==> src/core/nfs_pkg.sv <==
/*
  Constants for the NOR flash command sequencer host controller: command codes,
  unlock addresses, bus timing counts and status bit positions.
  Assumes a 125 MHz system clock and a word/byte switchable parallel NOR flash.
*/
package nfs_pkg;
  // ****************************************************************
  // Clock and timing
  // ****************************************************************
  localparam int CLK_PERIOD_NS = 8;
  localparam int RESET_PULSE_MIN_NS = 500;
  localparam int RESET_HIGH_TO_READ_NS = 50;
  localparam int SECTOR_WINDOW_US = 50;
  localparam int BUS_PHASE_NS = 70;
  localparam int RESET_PULSE_CYC = (RESET_PULSE_MIN_NS + CLK_PERIOD_NS - 1) / CLK_PERIOD_NS;
  localparam int RESET_HIGH_CYC = (RESET_HIGH_TO_READ_NS + CLK_PERIOD_NS - 1) / CLK_PERIOD_NS;
  localparam int BUS_PHASE_CYC = (BUS_PHASE_NS + CLK_PERIOD_NS - 1) / CLK_PERIOD_NS;
  // Longest time: round down so the next sector load starts inside the window.
  localparam int SECTOR_WINDOW_CYC = (SECTOR_WINDOW_US * 1000) / CLK_PERIOD_NS;
  localparam int CNT_W = 16;

  // ****************************************************************
  // Command codes
  // ****************************************************************
  localparam logic [7:0] CMD_RESET = 8'hF0;
  localparam logic [7:0] CMD_UNLOCK1 = 8'hAA;
  localparam logic [7:0] CMD_UNLOCK2 = 8'h55;
  localparam logic [7:0] CMD_ID = 8'h90;
  localparam logic [7:0] CMD_PROG = 8'hA0;
  localparam logic [7:0] CMD_ERASE = 8'h80;
  localparam logic [7:0] CMD_CHIP = 8'h10;
  localparam logic [7:0] CMD_SECTOR = 8'h30;

  // ****************************************************************
  // Unlock addresses (low bits) and widths
  // ****************************************************************
  localparam int ADDR_W = 20;
  localparam int DATA_W = 16;
  localparam logic [19:0] UNLOCK_A_WORD = 20'h0_0555;
  localparam logic [19:0] UNLOCK_B_WORD = 20'h0_02AA;
  localparam logic [19:0] UNLOCK_A_BYTE = 20'h0_0AAA;
  localparam logic [19:0] UNLOCK_B_BYTE = 20'h0_0555;
  localparam logic [19:0] ID_MANUF_ADDR = 20'h0_0000;
  localparam logic [19:0] ID_DEVICE_ADDR = 20'h0_0001;

  // ****************************************************************
  // Status bit positions
  // ****************************************************************
  localparam int POLL_BIT = 7;
  localparam int TOGGLE_BIT = 6;
  localparam int TIMEOUT_BIT = 5;

  // ****************************************************************
  // User operations
  // ****************************************************************
  typedef enum logic [2:0] {
    OP_READ, OP_RESET, OP_PROG, OP_CHIP_ERASE, OP_SECTOR_ERASE, OP_ID_READ, OP_HW_RESET
  } nfs_op_t;
endpackage : nfs_pkg

==> src/core/nfs_bus_if.sv <==
/*
  Internal carrier between the sequencer and its single bus-cycle engine.
  Assumes both ends run on the same clock.
*/
`timescale 1ns/1ns
`default_nettype none
interface nfs_bus_if;
  logic req;
  logic wr;
  logic [19:0] addr;
  logic [15:0] wdata;
  logic done;
  logic [15:0] rdata;
  modport seq (output req, output wr, output addr, output wdata, input done, input rdata);
  modport eng (input req, input wr, input addr, input wdata, output done, output rdata);
endinterface : nfs_bus_if
`default_nettype wire

==> src/core/nfs_cycle.sv <==
/*
  One flash bus cycle (read or write) on the parallel pins.
  Assumes the flash samples address on the later falling strobe and data on
  the earlier rising strobe; chip select and write strobe move together here.
*/
`timescale 1ns/1ns
`default_nettype none
module nfs_cycle
  import nfs_pkg::*;
(
  // Clock and reset
  input wire logic clk,
  input wire logic srst,
  // Sequencer side
  nfs_bus_if.eng bus,
  // Flash pins
  output logic ce_n,
  output logic we_n,
  output logic oe_n,
  output logic [19:0] addr,
  output logic [15:0] dq_o,
  output logic dq_oe,
  input wire logic [15:0] dq_i
);
  typedef enum logic [1:0] {CY_IDLE, CY_ACT, CY_REC} nfs_cy_t;
  nfs_cy_t st_ff, nxt_st;
  logic [CNT_W-1:0] cnt_ff, nxt_cnt;
  logic ce_n_ff, nxt_ce_n, we_n_ff, nxt_we_n, oe_n_ff, nxt_oe_n, oe_ff, nxt_oe, done_ff, nxt_done;
  logic [19:0] a_ff, nxt_a;
  logic [15:0] d_ff, nxt_d, r_ff, nxt_r;

  always_comb begin
    nxt_st = st_ff;
    nxt_cnt = cnt_ff;
    nxt_ce_n = ce_n_ff;
    nxt_we_n = we_n_ff;
    nxt_oe_n = oe_n_ff;
    nxt_oe = oe_ff;
    nxt_a = a_ff;
    nxt_d = d_ff;
    nxt_r = r_ff;
    nxt_done = 1'b0;
    case (st_ff)
      CY_IDLE: begin
        if (bus.req) begin
          nxt_a = bus.addr;
          nxt_d = bus.wdata;
          nxt_ce_n = 1'b0;
          nxt_we_n = !bus.wr;
          nxt_oe_n = bus.wr;
          nxt_oe = bus.wr;
          nxt_cnt = CNT_W'(BUS_PHASE_CYC);
          nxt_st = CY_ACT;
        end
      end
      CY_ACT: begin
        if (cnt_ff == '0) begin
          nxt_r = dq_i;
          nxt_ce_n = 1'b1;
          nxt_we_n = 1'b1;
          nxt_oe_n = 1'b1;
          nxt_cnt = CNT_W'(BUS_PHASE_CYC);
          nxt_st = CY_REC;
        end else begin
          nxt_cnt = cnt_ff - 1'b1;
        end
      end
      CY_REC: begin
        if (cnt_ff == '0) begin
          nxt_oe = 1'b0;
          nxt_done = 1'b1;
          nxt_st = CY_IDLE;
        end else begin
          nxt_cnt = cnt_ff - 1'b1;
        end
      end
      default: nxt_st = CY_IDLE;
    endcase
  end

  always_ff @(posedge clk) begin
    if (srst) begin
      st_ff <= CY_IDLE;
      cnt_ff <= '0;
      ce_n_ff <= 1'b1;
      we_n_ff <= 1'b1;
      oe_n_ff <= 1'b1;
      oe_ff <= 1'b0;
      a_ff <= '0;
      d_ff <= '0;
      r_ff <= '0;
      done_ff <= 1'b0;
    end else begin
      st_ff <= nxt_st;
      cnt_ff <= nxt_cnt;
      ce_n_ff <= nxt_ce_n;
      we_n_ff <= nxt_we_n;
      oe_n_ff <= nxt_oe_n;
      oe_ff <= nxt_oe;
      a_ff <= nxt_a;
      d_ff <= nxt_d;
      r_ff <= nxt_r;
      done_ff <= nxt_done;
    end
  end

  assign ce_n = ce_n_ff;
  assign we_n = we_n_ff;
  assign oe_n = oe_n_ff;
  assign addr = a_ff;
  assign dq_o = d_ff;
  assign dq_oe = oe_ff;
  assign bus.done = done_ff;
  assign bus.rdata = r_ff;
endmodule : nfs_cycle
`default_nettype wire

==> src/core/nfs_host.sv <==
/*
  Host controller for a parallel NOR flash: issues reset, read, identifier
  read, program, chip erase and sector erase sequences; polls status after program and erase.
  Assumes one 125 MHz clock and flash pins taken as synchronous to it.
*/
`timescale 1ns/1ns
`default_nettype none
// How it works
// - Host waits reset_high_to_read after clear release before any access.
// - After a timeout failure host writes F0H, then a fresh valid command.
// - Erase is six writes: unlock pair, 80H, unlock pair, 10H or 30H.
// - Host writes reset after timeout or when leaving identifier mode.
// - Each further sector load must start within 50us of previous write.
// - Program is four writes: unlock pair, A0H, then address and data.
// - Unlock writes use 555H and 2AAH in word mode on low bits.
module nfs_host
  import nfs_pkg::*;
(
  // Clock and reset
  input wire logic CLK,
  input wire logic SRST,
  // User command port
  input wire logic CMD_VALID,
  input wire logic [2:0] CMD_OP,
  input wire logic [19:0] CMD_ADDR,
  input wire logic [15:0] CMD_DATA,
  input wire logic BYTE_MODE,
  output logic CMD_READY,
  output logic RSP_VALID,
  output logic [15:0] RSP_DATA,
  output logic RSP_FAIL,
  // Flash pins
  output logic FL_CE_N,
  output logic FL_WE_N,
  output logic FL_OE_N,
  output logic FL_HW_CLEAR_N,
  output logic [19:0] FL_ADDR,
  output logic [15:0] FL_DQ_O,
  output logic FL_DQ_OE,
  input wire logic [15:0] FL_DQ_I,
  input wire logic FL_READY_BUSY_N
);
  typedef enum logic [3:0] {
    S_IDLE, S_WRITE, S_READ, S_POLL, S_CHECK, S_ABORT, S_CLR_LOW, S_CLR_WAIT, S_DONE
  } nfs_st_t;

  nfs_bus_if bus ();
  nfs_st_t st_ff, nxt_st;
  nfs_op_t op_ff, nxt_op;
  logic [2:0] step_ff, nxt_step;
  logic [19:0] addr_ff, nxt_addr;
  logic [15:0] data_ff, nxt_data, prev_ff, nxt_prev;
  logic first_ff, nxt_first, byte_ff, nxt_byte;
  logic [CNT_W-1:0] cnt_ff, nxt_cnt;
  logic ready_ff, nxt_ready, rv_ff, nxt_rv, fail_ff, nxt_fail, clr_n_ff, nxt_clr_n;
  logic [15:0] rd_ff, nxt_rd;
  logic req_ff, nxt_req, wr_ff, nxt_wr;
  logic [19:0] baddr_ff, nxt_baddr;
  logic [15:0] bdata_ff, nxt_bdata;

  function automatic logic [19:0] unlock_addr(input logic b, input logic bmode);
    if (bmode) begin
      return b ? UNLOCK_B_BYTE : UNLOCK_A_BYTE;
    end
    return b ? UNLOCK_B_WORD : UNLOCK_A_WORD;
  endfunction : unlock_addr

  // Sequence table: address and data of write number s for the current op.
  function automatic logic [35:0] seq_word(input nfs_op_t op, input logic [2:0] s,
      input logic bm, input logic [19:0] a, input logic [15:0] d);
    logic [7:0] cmd;
    cmd = 8'h00;
    case (s)
      3'd0: return {unlock_addr(1'b0, bm), 8'h00, CMD_UNLOCK1};
      3'd1: return {unlock_addr(1'b1, bm), 8'h00, CMD_UNLOCK2};
      3'd2: begin
        case (op)
          OP_PROG: cmd = CMD_PROG;
          OP_ID_READ: cmd = CMD_ID;
          default: cmd = CMD_ERASE;
        endcase
        return {unlock_addr(1'b0, bm), 8'h00, cmd};
      end
      3'd3: begin
        if (op == OP_PROG) begin
          return {a, d};
        end
        return {unlock_addr(1'b0, bm), 8'h00, CMD_UNLOCK1};
      end
      3'd4: return {unlock_addr(1'b1, bm), 8'h00, CMD_UNLOCK2};
      default: begin
        if (op == OP_SECTOR_ERASE) begin
          return {a, 8'h00, CMD_SECTOR};
        end
        return {unlock_addr(1'b0, bm), 8'h00, CMD_CHIP};
      end
    endcase
  endfunction : seq_word

  function automatic logic [2:0] last_step(input nfs_op_t op);
    case (op)
      OP_PROG: return 3'd3;
      OP_ID_READ: return 3'd2;
      OP_CHIP_ERASE, OP_SECTOR_ERASE: return 3'd5;
      default: return 3'd0;
    endcase
  endfunction : last_step

  nfs_cycle u_cycle (
    .clk(CLK),
    .srst(SRST),
    .bus(bus.eng),
    .ce_n(FL_CE_N),
    .we_n(FL_WE_N),
    .oe_n(FL_OE_N),
    .addr(FL_ADDR),
    .dq_o(FL_DQ_O),
    .dq_oe(FL_DQ_OE),
    .dq_i(FL_DQ_I)
  );

  assign bus.req = req_ff;
  assign bus.wr = wr_ff;
  assign bus.addr = baddr_ff;
  assign bus.wdata = bdata_ff;

  always_comb begin
    logic [35:0] w;
    w = seq_word(op_ff, step_ff, byte_ff, addr_ff, data_ff);
    nxt_st = st_ff;
    nxt_op = op_ff;
    nxt_step = step_ff;
    nxt_addr = addr_ff;
    nxt_data = data_ff;
    nxt_prev = prev_ff;
    nxt_first = first_ff;
    nxt_byte = byte_ff;
    nxt_cnt = cnt_ff;
    nxt_ready = 1'b0;
    nxt_rv = 1'b0;
    nxt_fail = fail_ff;
    nxt_rd = rd_ff;
    nxt_clr_n = clr_n_ff;
    nxt_req = 1'b0;
    nxt_wr = wr_ff;
    nxt_baddr = baddr_ff;
    nxt_bdata = bdata_ff;
    case (st_ff)
      S_IDLE: begin
        nxt_ready = 1'b1;
        if (CMD_VALID && ready_ff) begin
          nxt_ready = 1'b0;
          nxt_op = nfs_op_t'(CMD_OP);
          nxt_addr = CMD_ADDR;
          nxt_data = CMD_DATA;
          nxt_byte = BYTE_MODE;
          nxt_step = 3'd0;
          nxt_fail = 1'b0;
          case (nfs_op_t'(CMD_OP))
            OP_READ: nxt_st = S_READ;
            OP_HW_RESET: begin
              nxt_clr_n = 1'b0;
              nxt_cnt = CNT_W'(RESET_PULSE_CYC);
              nxt_st = S_CLR_LOW;
            end
            default: nxt_st = S_WRITE;
          endcase
        end
      end
      S_WRITE: begin
        if (!req_ff && !bus.done) begin
          nxt_req = 1'b1;
          nxt_wr = 1'b1;
          nxt_baddr = (op_ff == OP_RESET) ? addr_ff : w[35:16];
          nxt_bdata = (op_ff == OP_RESET) ? {8'h00, CMD_RESET} : w[15:0];
          nxt_st = S_CHECK;
        end
      end
      S_CHECK: begin
        if (bus.done) begin
          if (step_ff == last_step(op_ff) || op_ff == OP_RESET) begin
            case (op_ff)
              OP_ID_READ: nxt_st = S_READ;
              OP_PROG, OP_CHIP_ERASE, OP_SECTOR_ERASE: begin
                nxt_first = 1'b1;
                nxt_st = S_POLL;
              end
              default: nxt_st = S_DONE;
            endcase
          end else begin
            nxt_step = step_ff + 3'd1;
            nxt_st = S_WRITE;
          end
        end
      end
      S_READ: begin
        if (!req_ff && !bus.done) begin
          nxt_req = 1'b1;
          nxt_wr = 1'b0;
          nxt_baddr = (op_ff == OP_ID_READ) ? (addr_ff[0] ? ID_DEVICE_ADDR : ID_MANUF_ADDR)
                                            : addr_ff;
        end else if (bus.done) begin
          nxt_rd = bus.rdata;
          if (op_ff == OP_ID_READ) begin
            nxt_op = OP_RESET;
            nxt_st = S_WRITE;
          end else begin
            nxt_st = S_DONE;
          end
        end
      end
      S_POLL: begin
        if (!req_ff && !bus.done) begin
          nxt_req = 1'b1;
          nxt_wr = 1'b0;
          nxt_baddr = addr_ff;
        end else if (bus.done) begin
          nxt_prev = bus.rdata;
          nxt_first = 1'b0;
          if (!first_ff) begin
            if (bus.rdata[TOGGLE_BIT] == prev_ff[TOGGLE_BIT] && FL_READY_BUSY_N) begin
              nxt_rd = bus.rdata;
              nxt_fail = (op_ff == OP_PROG) && (bus.rdata != data_ff) && !byte_ff;
              nxt_st = S_DONE;
            end else if (prev_ff[TIMEOUT_BIT] && bus.rdata[TIMEOUT_BIT]) begin
              nxt_fail = 1'b1;
              nxt_st = S_ABORT;
            end
          end
        end
      end
      S_ABORT: begin
        nxt_op = OP_RESET;
        nxt_st = S_WRITE;
      end
      S_CLR_LOW: begin
        if (cnt_ff == '0) begin
          nxt_clr_n = 1'b1;
          nxt_cnt = CNT_W'(RESET_HIGH_CYC);
          nxt_st = S_CLR_WAIT;
        end else begin
          nxt_cnt = cnt_ff - 1'b1;
        end
      end
      S_CLR_WAIT: begin
        if (cnt_ff != '0) begin
          nxt_cnt = cnt_ff - 1'b1;
        end else if (FL_READY_BUSY_N) begin
          nxt_st = S_DONE;
        end
      end
      S_DONE: begin
        nxt_rv = 1'b1;
        nxt_st = S_IDLE;
      end
      default: nxt_st = S_IDLE;
    endcase
  end

  always_ff @(posedge CLK) begin
    if (SRST) begin
      st_ff <= S_IDLE;
      op_ff <= OP_READ;
      step_ff <= 3'd0;
      addr_ff <= '0;
      data_ff <= '0;
      prev_ff <= '0;
      first_ff <= 1'b0;
      byte_ff <= 1'b0;
      cnt_ff <= '0;
      ready_ff <= 1'b0;
      rv_ff <= 1'b0;
      fail_ff <= 1'b0;
      rd_ff <= '0;
      clr_n_ff <= 1'b1;
      req_ff <= 1'b0;
      wr_ff <= 1'b0;
      baddr_ff <= '0;
      bdata_ff <= '0;
    end else begin
      st_ff <= nxt_st;
      op_ff <= nxt_op;
      step_ff <= nxt_step;
      addr_ff <= nxt_addr;
      data_ff <= nxt_data;
      prev_ff <= nxt_prev;
      first_ff <= nxt_first;
      byte_ff <= nxt_byte;
      cnt_ff <= nxt_cnt;
      ready_ff <= nxt_ready;
      rv_ff <= nxt_rv;
      fail_ff <= nxt_fail;
      rd_ff <= nxt_rd;
      clr_n_ff <= nxt_clr_n;
      req_ff <= nxt_req;
      wr_ff <= nxt_wr;
      baddr_ff <= nxt_baddr;
      bdata_ff <= nxt_bdata;
    end
  end

  assign CMD_READY = ready_ff;
  assign RSP_VALID = rv_ff;
  assign RSP_DATA = rd_ff;
  assign RSP_FAIL = fail_ff;
  assign FL_HW_CLEAR_N = clr_n_ff;
endmodule : nfs_host
`default_nettype wire

==> config.mk <==
export PLATFORM = sky130hd
export DESIGN_NAME = nfs_host
export DESIGN_NICKNAME = d
export VERILOG_FILES = /design/src/core/nfs_pkg.sv /design/src/core/nfs_bus_if.sv /design/src/core/nfs_cycle.sv /design/src/core/nfs_host.sv
export SDC_FILE = /design/constraint.sdc
export NUM_CORES = 1
export LEC_CHECK = 0
export BUFFER_PORTS_ARGS = -buffer_cell sky130_fd_sc_hd__clkbuf_2
export CORE_MARGIN = 3
export CORE_UTILIZATION = 55
export DETAILED_ROUTE_END_ITERATION = 8
export PLACE_DENSITY = 0.76
export REMOVE_ABC_BUFFERS = 1
export SYNTH_ARGS = -nofsm -noshare
export SYNTH_HDL_FRONTEND = slang
export SYNTH_SLANG_ARGS = --single-unit
==> constraint.sdc <==
create_clock -name CLK -period 3.91 [get_ports CLK]
set_input_delay 0.5865 -clock CLK [delete_from_list [all_inputs] [get_ports CLK]]
set_output_delay 0.5865 -clock CLK [all_outputs]
set_load 0.02 [all_outputs]
==> results.md <==
* Overflow after GRT at 0
* Final GP Congestion at 0.9273
* Pin count of the biggest net entering global routing at 70
* Area growth, synth to finish at 14.37%
* IO Pins at 120
* Post-CTS Resized at 0
* Via count at 7866
* Root Driver: clkbuf_16
* Post-synthesis cell count at 1090
* Fin crit period at 2.803 ns
* Utilization after layout at 0.6534
* Number of synthesized flops with an enable pin at 0
* Total Power at 0.007097 W
* Pins Over Slew Limit at 0
* Site Rows at 45
* Asr flop ratio synth at 0
* Initial antenna violation count at 0
* CTS hold repair buffers at 0
* Synth cell types at 77
* WL final at 21090 um
* Hold WC Path Type: in2reg
* Vias in the first global route at 7258
* First-pass GRT wire length at 35310 um
* Overall routing resource usage at 0.2394
* CTS tree: built
* Outcome: completed
* Synth Flop Type: dfxtp_1
* MaxCap Viol Count at 0
* Number of inserted diodes at 0
* Slew Limit Headroom at 0.4664
* Leak pwr at 3.935 nW
* Sequential share of the synthesized area at 0.4504
* Max Clk Rate at 356.8 MHz
* Req. time, crit path at 4.27 ns
* Worst R2R Setup Slack at 1.11 ns
* Worst path arrival time at 3.16 ns
* Final hold slack at 0.3684 ns
* DRT iter0 DRCs at 694
* DR WL/cell at 15.07 um
* Cell Pwr Density at 701.5 nW/um^2
* Final hold violation count at 0
* YS warnings at 0
* Initial Util at 0.5713
* H-Tree Depth at 4
* Final cycle utilization of the critical path at 0.7168
* Num CTS Buffers at 17
* Vias per cell at 5.623
* Drt drc at 0
* Setup bufs post-CTS at 0
* Mapped Area at 8846 sq um
* Final setup fails at 0
* Worst setup path category: reg2reg
* Critical Path Start Type: flip-flop
* Clock tree buffer depth at 2
* Max FO, Critical Path at 16
* Reg clk slew, reported paths at 0.07 ns
* CTS sink cnt at 199
* Core area at 15480 sq um
* Die H at 132.8 um
* NumNets Final at 1249
* Drt pass-1 iters at 5
* Die width at 132.8 um
* CP endpoint kind: flip-flop
* Avg Cell Area, Syn at 8.116 sq um
* HPWL Detailed at 14450 um
* Tightest Pin Transition at 0.7931 ns
* TNS Setup at 0 ns
* IO buf count at 119
* Clock latency at the later pin of the worst-skew pair at 0.43 ns
* Layout cells sized above 1 at 0.1599
* Seq cells post-synth at 199
* Post-Route Skew at 0.01495 ns
* Peak VDD IR at 0.0003553 V
* DRT antenna net count at 0
* Die Area at 17640 sq um
* RSZ-0062 raised after global routing: no
-- cell families after synthesis --
group / after synthesis / synth area share
simple gates: 461 / 0.2382
buf+inv: 85 / 0.03890
fa+ha+maj: 13 / 0.01839
flops: 199 / 0.4504
mux: 23 / 0.02603
compound gates: 270 / 0.1895
xor+xnor: 39 / 0.03861
-- sequential cells by signal, indices dropped and copies added (netlist names), 2 cells and up --
| name | flops |
|---|---|
| step_ff | 3 |
| u_cycle.dq_o | 16 |
| u_cycle.bus.rdata | 16 |
| cnt_ff | 16 |
| bdata_ff | 16 |
| u_cycle.addr | 20 |
| baddr_ff | 20 |
| data_ff | 16 |
| u_cycle.st_ff | 2 |
| prev_ff | 2 |
| st_ff | 4 |
| u_cycle.cnt_ff | 16 |
| RSP_DATA | 16 |
| op_ff | 3 |
| addr_ff | 20 |
-- cells in the mapped netlist (3+ instances only) --
| library cell | number | area, sq um |
|---|---|---|
| a211o_1 | 3 | 26.28 |
| a211oi_1 | 11 | 82.58 |
| a21oi_1 | 141 | 705.7 |
| a22oi_1 | 21 | 157.7 |
| a31oi_1 | 9 | 56.30 |
| and2_1 | 9 | 56.30 |
| and3_1 | 5 | 31.28 |
| buf_1 | 9 | 33.78 |
| buf_2 | 11 | 55.05 |
| clkbuf_1 | 43 | 161.4 |
| dfxtp_1 | 199 | 3984 |
| ha_1 | 13 | 162.7 |
| inv_1 | 19 | 71.32 |
| mux2i_1 | 23 | 230.2 |
| nand2_1 | 216 | 810.8 |
| nand3_1 | 22 | 110.1 |
| nand3b_1 | 3 | 22.52 |
| nand4_1 | 10 | 62.56 |
| nor2_1 | 113 | 424.2 |
| nor2b_1 | 9 | 56.30 |
| nor3_1 | 31 | 155.2 |
| nor3b_1 | 4 | 30.03 |
| nor4_1 | 6 | 37.54 |
| o211ai_1 | 6 | 45.04 |
| o21a_1 | 4 | 30.03 |
| o21ai_0 | 36 | 180.2 |
| o22ai_1 | 4 | 25.02 |
| o31ai_1 | 5 | 37.54 |
| or2_2 | 4 | 25.02 |
| or3_1 | 5 | 31.28 |
| xnor2_1 | 20 | 175.2 |
| xor2_1 | 19 | 166.4 |
-- critical path, cell delays in order, from the launching register on --
cell	delay, ns
dfxtp_1	0.51
inv_1	0.19
ha_1	0.42
or2_2	0.38
nor3_2	0.21
o21ai_0	0.14
a21oi_1	0.60
a22oi_1	0.15
nor2_1	0.14
-- routing by layer --
layer	up-vias	GRT usage	wire length (um)
li1	3939	-	-
met1	3700	0.3307	9833
met2	208	0.3806	9839
met3	19	0.05817	1175
met4	0	0.05543	240
met5	-	0	0
-- through the flow --
| step | std cells | setup slack (ns) | cell area, sq um |
|---|---|---|---|
| global route | 1399 | 0.8294 | 10120 |
| detailed placement | 1368 | 1.166 | 9537 |
| finish | 1399 | 1.107 | 10120 |
| global placement | 1368 | 1.316 | 9537 |
| CTS | 1399 | 1.148 | 10120 |
| floorplan | 1025 | 1.453 | 8577 |
-- final timing paths --
check	start	to	cells after the start
setup / recovery	step_ff[2]	baddr_ff[12]	8
hold / removal	FL_DQ_I[10]	u_cycle.bus.rdata[10]	3
hold reg to reg	u_cycle.dq_o[12]	u_cycle.dq_o[12]	2
setup reg to reg	step_ff[2]	baddr_ff[12]	8
-- cell type report --
cell class / count / area [sq um]
flip-flops and latches: 199 / 3984
clock inverters: 13 / 141.4
well taps: 211 / 264.0
repair buffers: 132 / 695.7
fillers: 1372 / 5366
clock buffers: 18 / 439.2
inverters: 20 / 75.07
multi-input cells: 806 / 4518
-- power breakdown --
group / internal (W) / switching (W)
logic: 0.000996 / 0.00167
clock network: 0.000913 / 0.000801
registers: 0.00236 / 0.000358
-- placed cells by master, fill, tap and decap left out, types with 3 or more instances in the layout --
cell type and count:
nand2_1 216, dfxtp_1 199, a21oi_1 141, clkbuf_2 118, nor2_1 113, o21ai_0 36, nor3_1 31, mux2i_1 23
nand3_1 22, a22oi_1 21, xnor2_1 20, inv_1 19, xor2_1 19, clkbuf_16 17, buf_4 14, ha_1 13
a211oi_1 11, nand4_1 10, nor2b_1 9, a31oi_1 9, and2_1 9, nor4_1 6, o211ai_1 6, or3_1 5
and3_1 5, o31ai_1 5, or2_2 4, o22ai_1 4, nor3b_1 4, o21a_1 4, clkinv_4 4, a211o_1 3
nand3b_1 3
(Power assumes the default switching activity.)
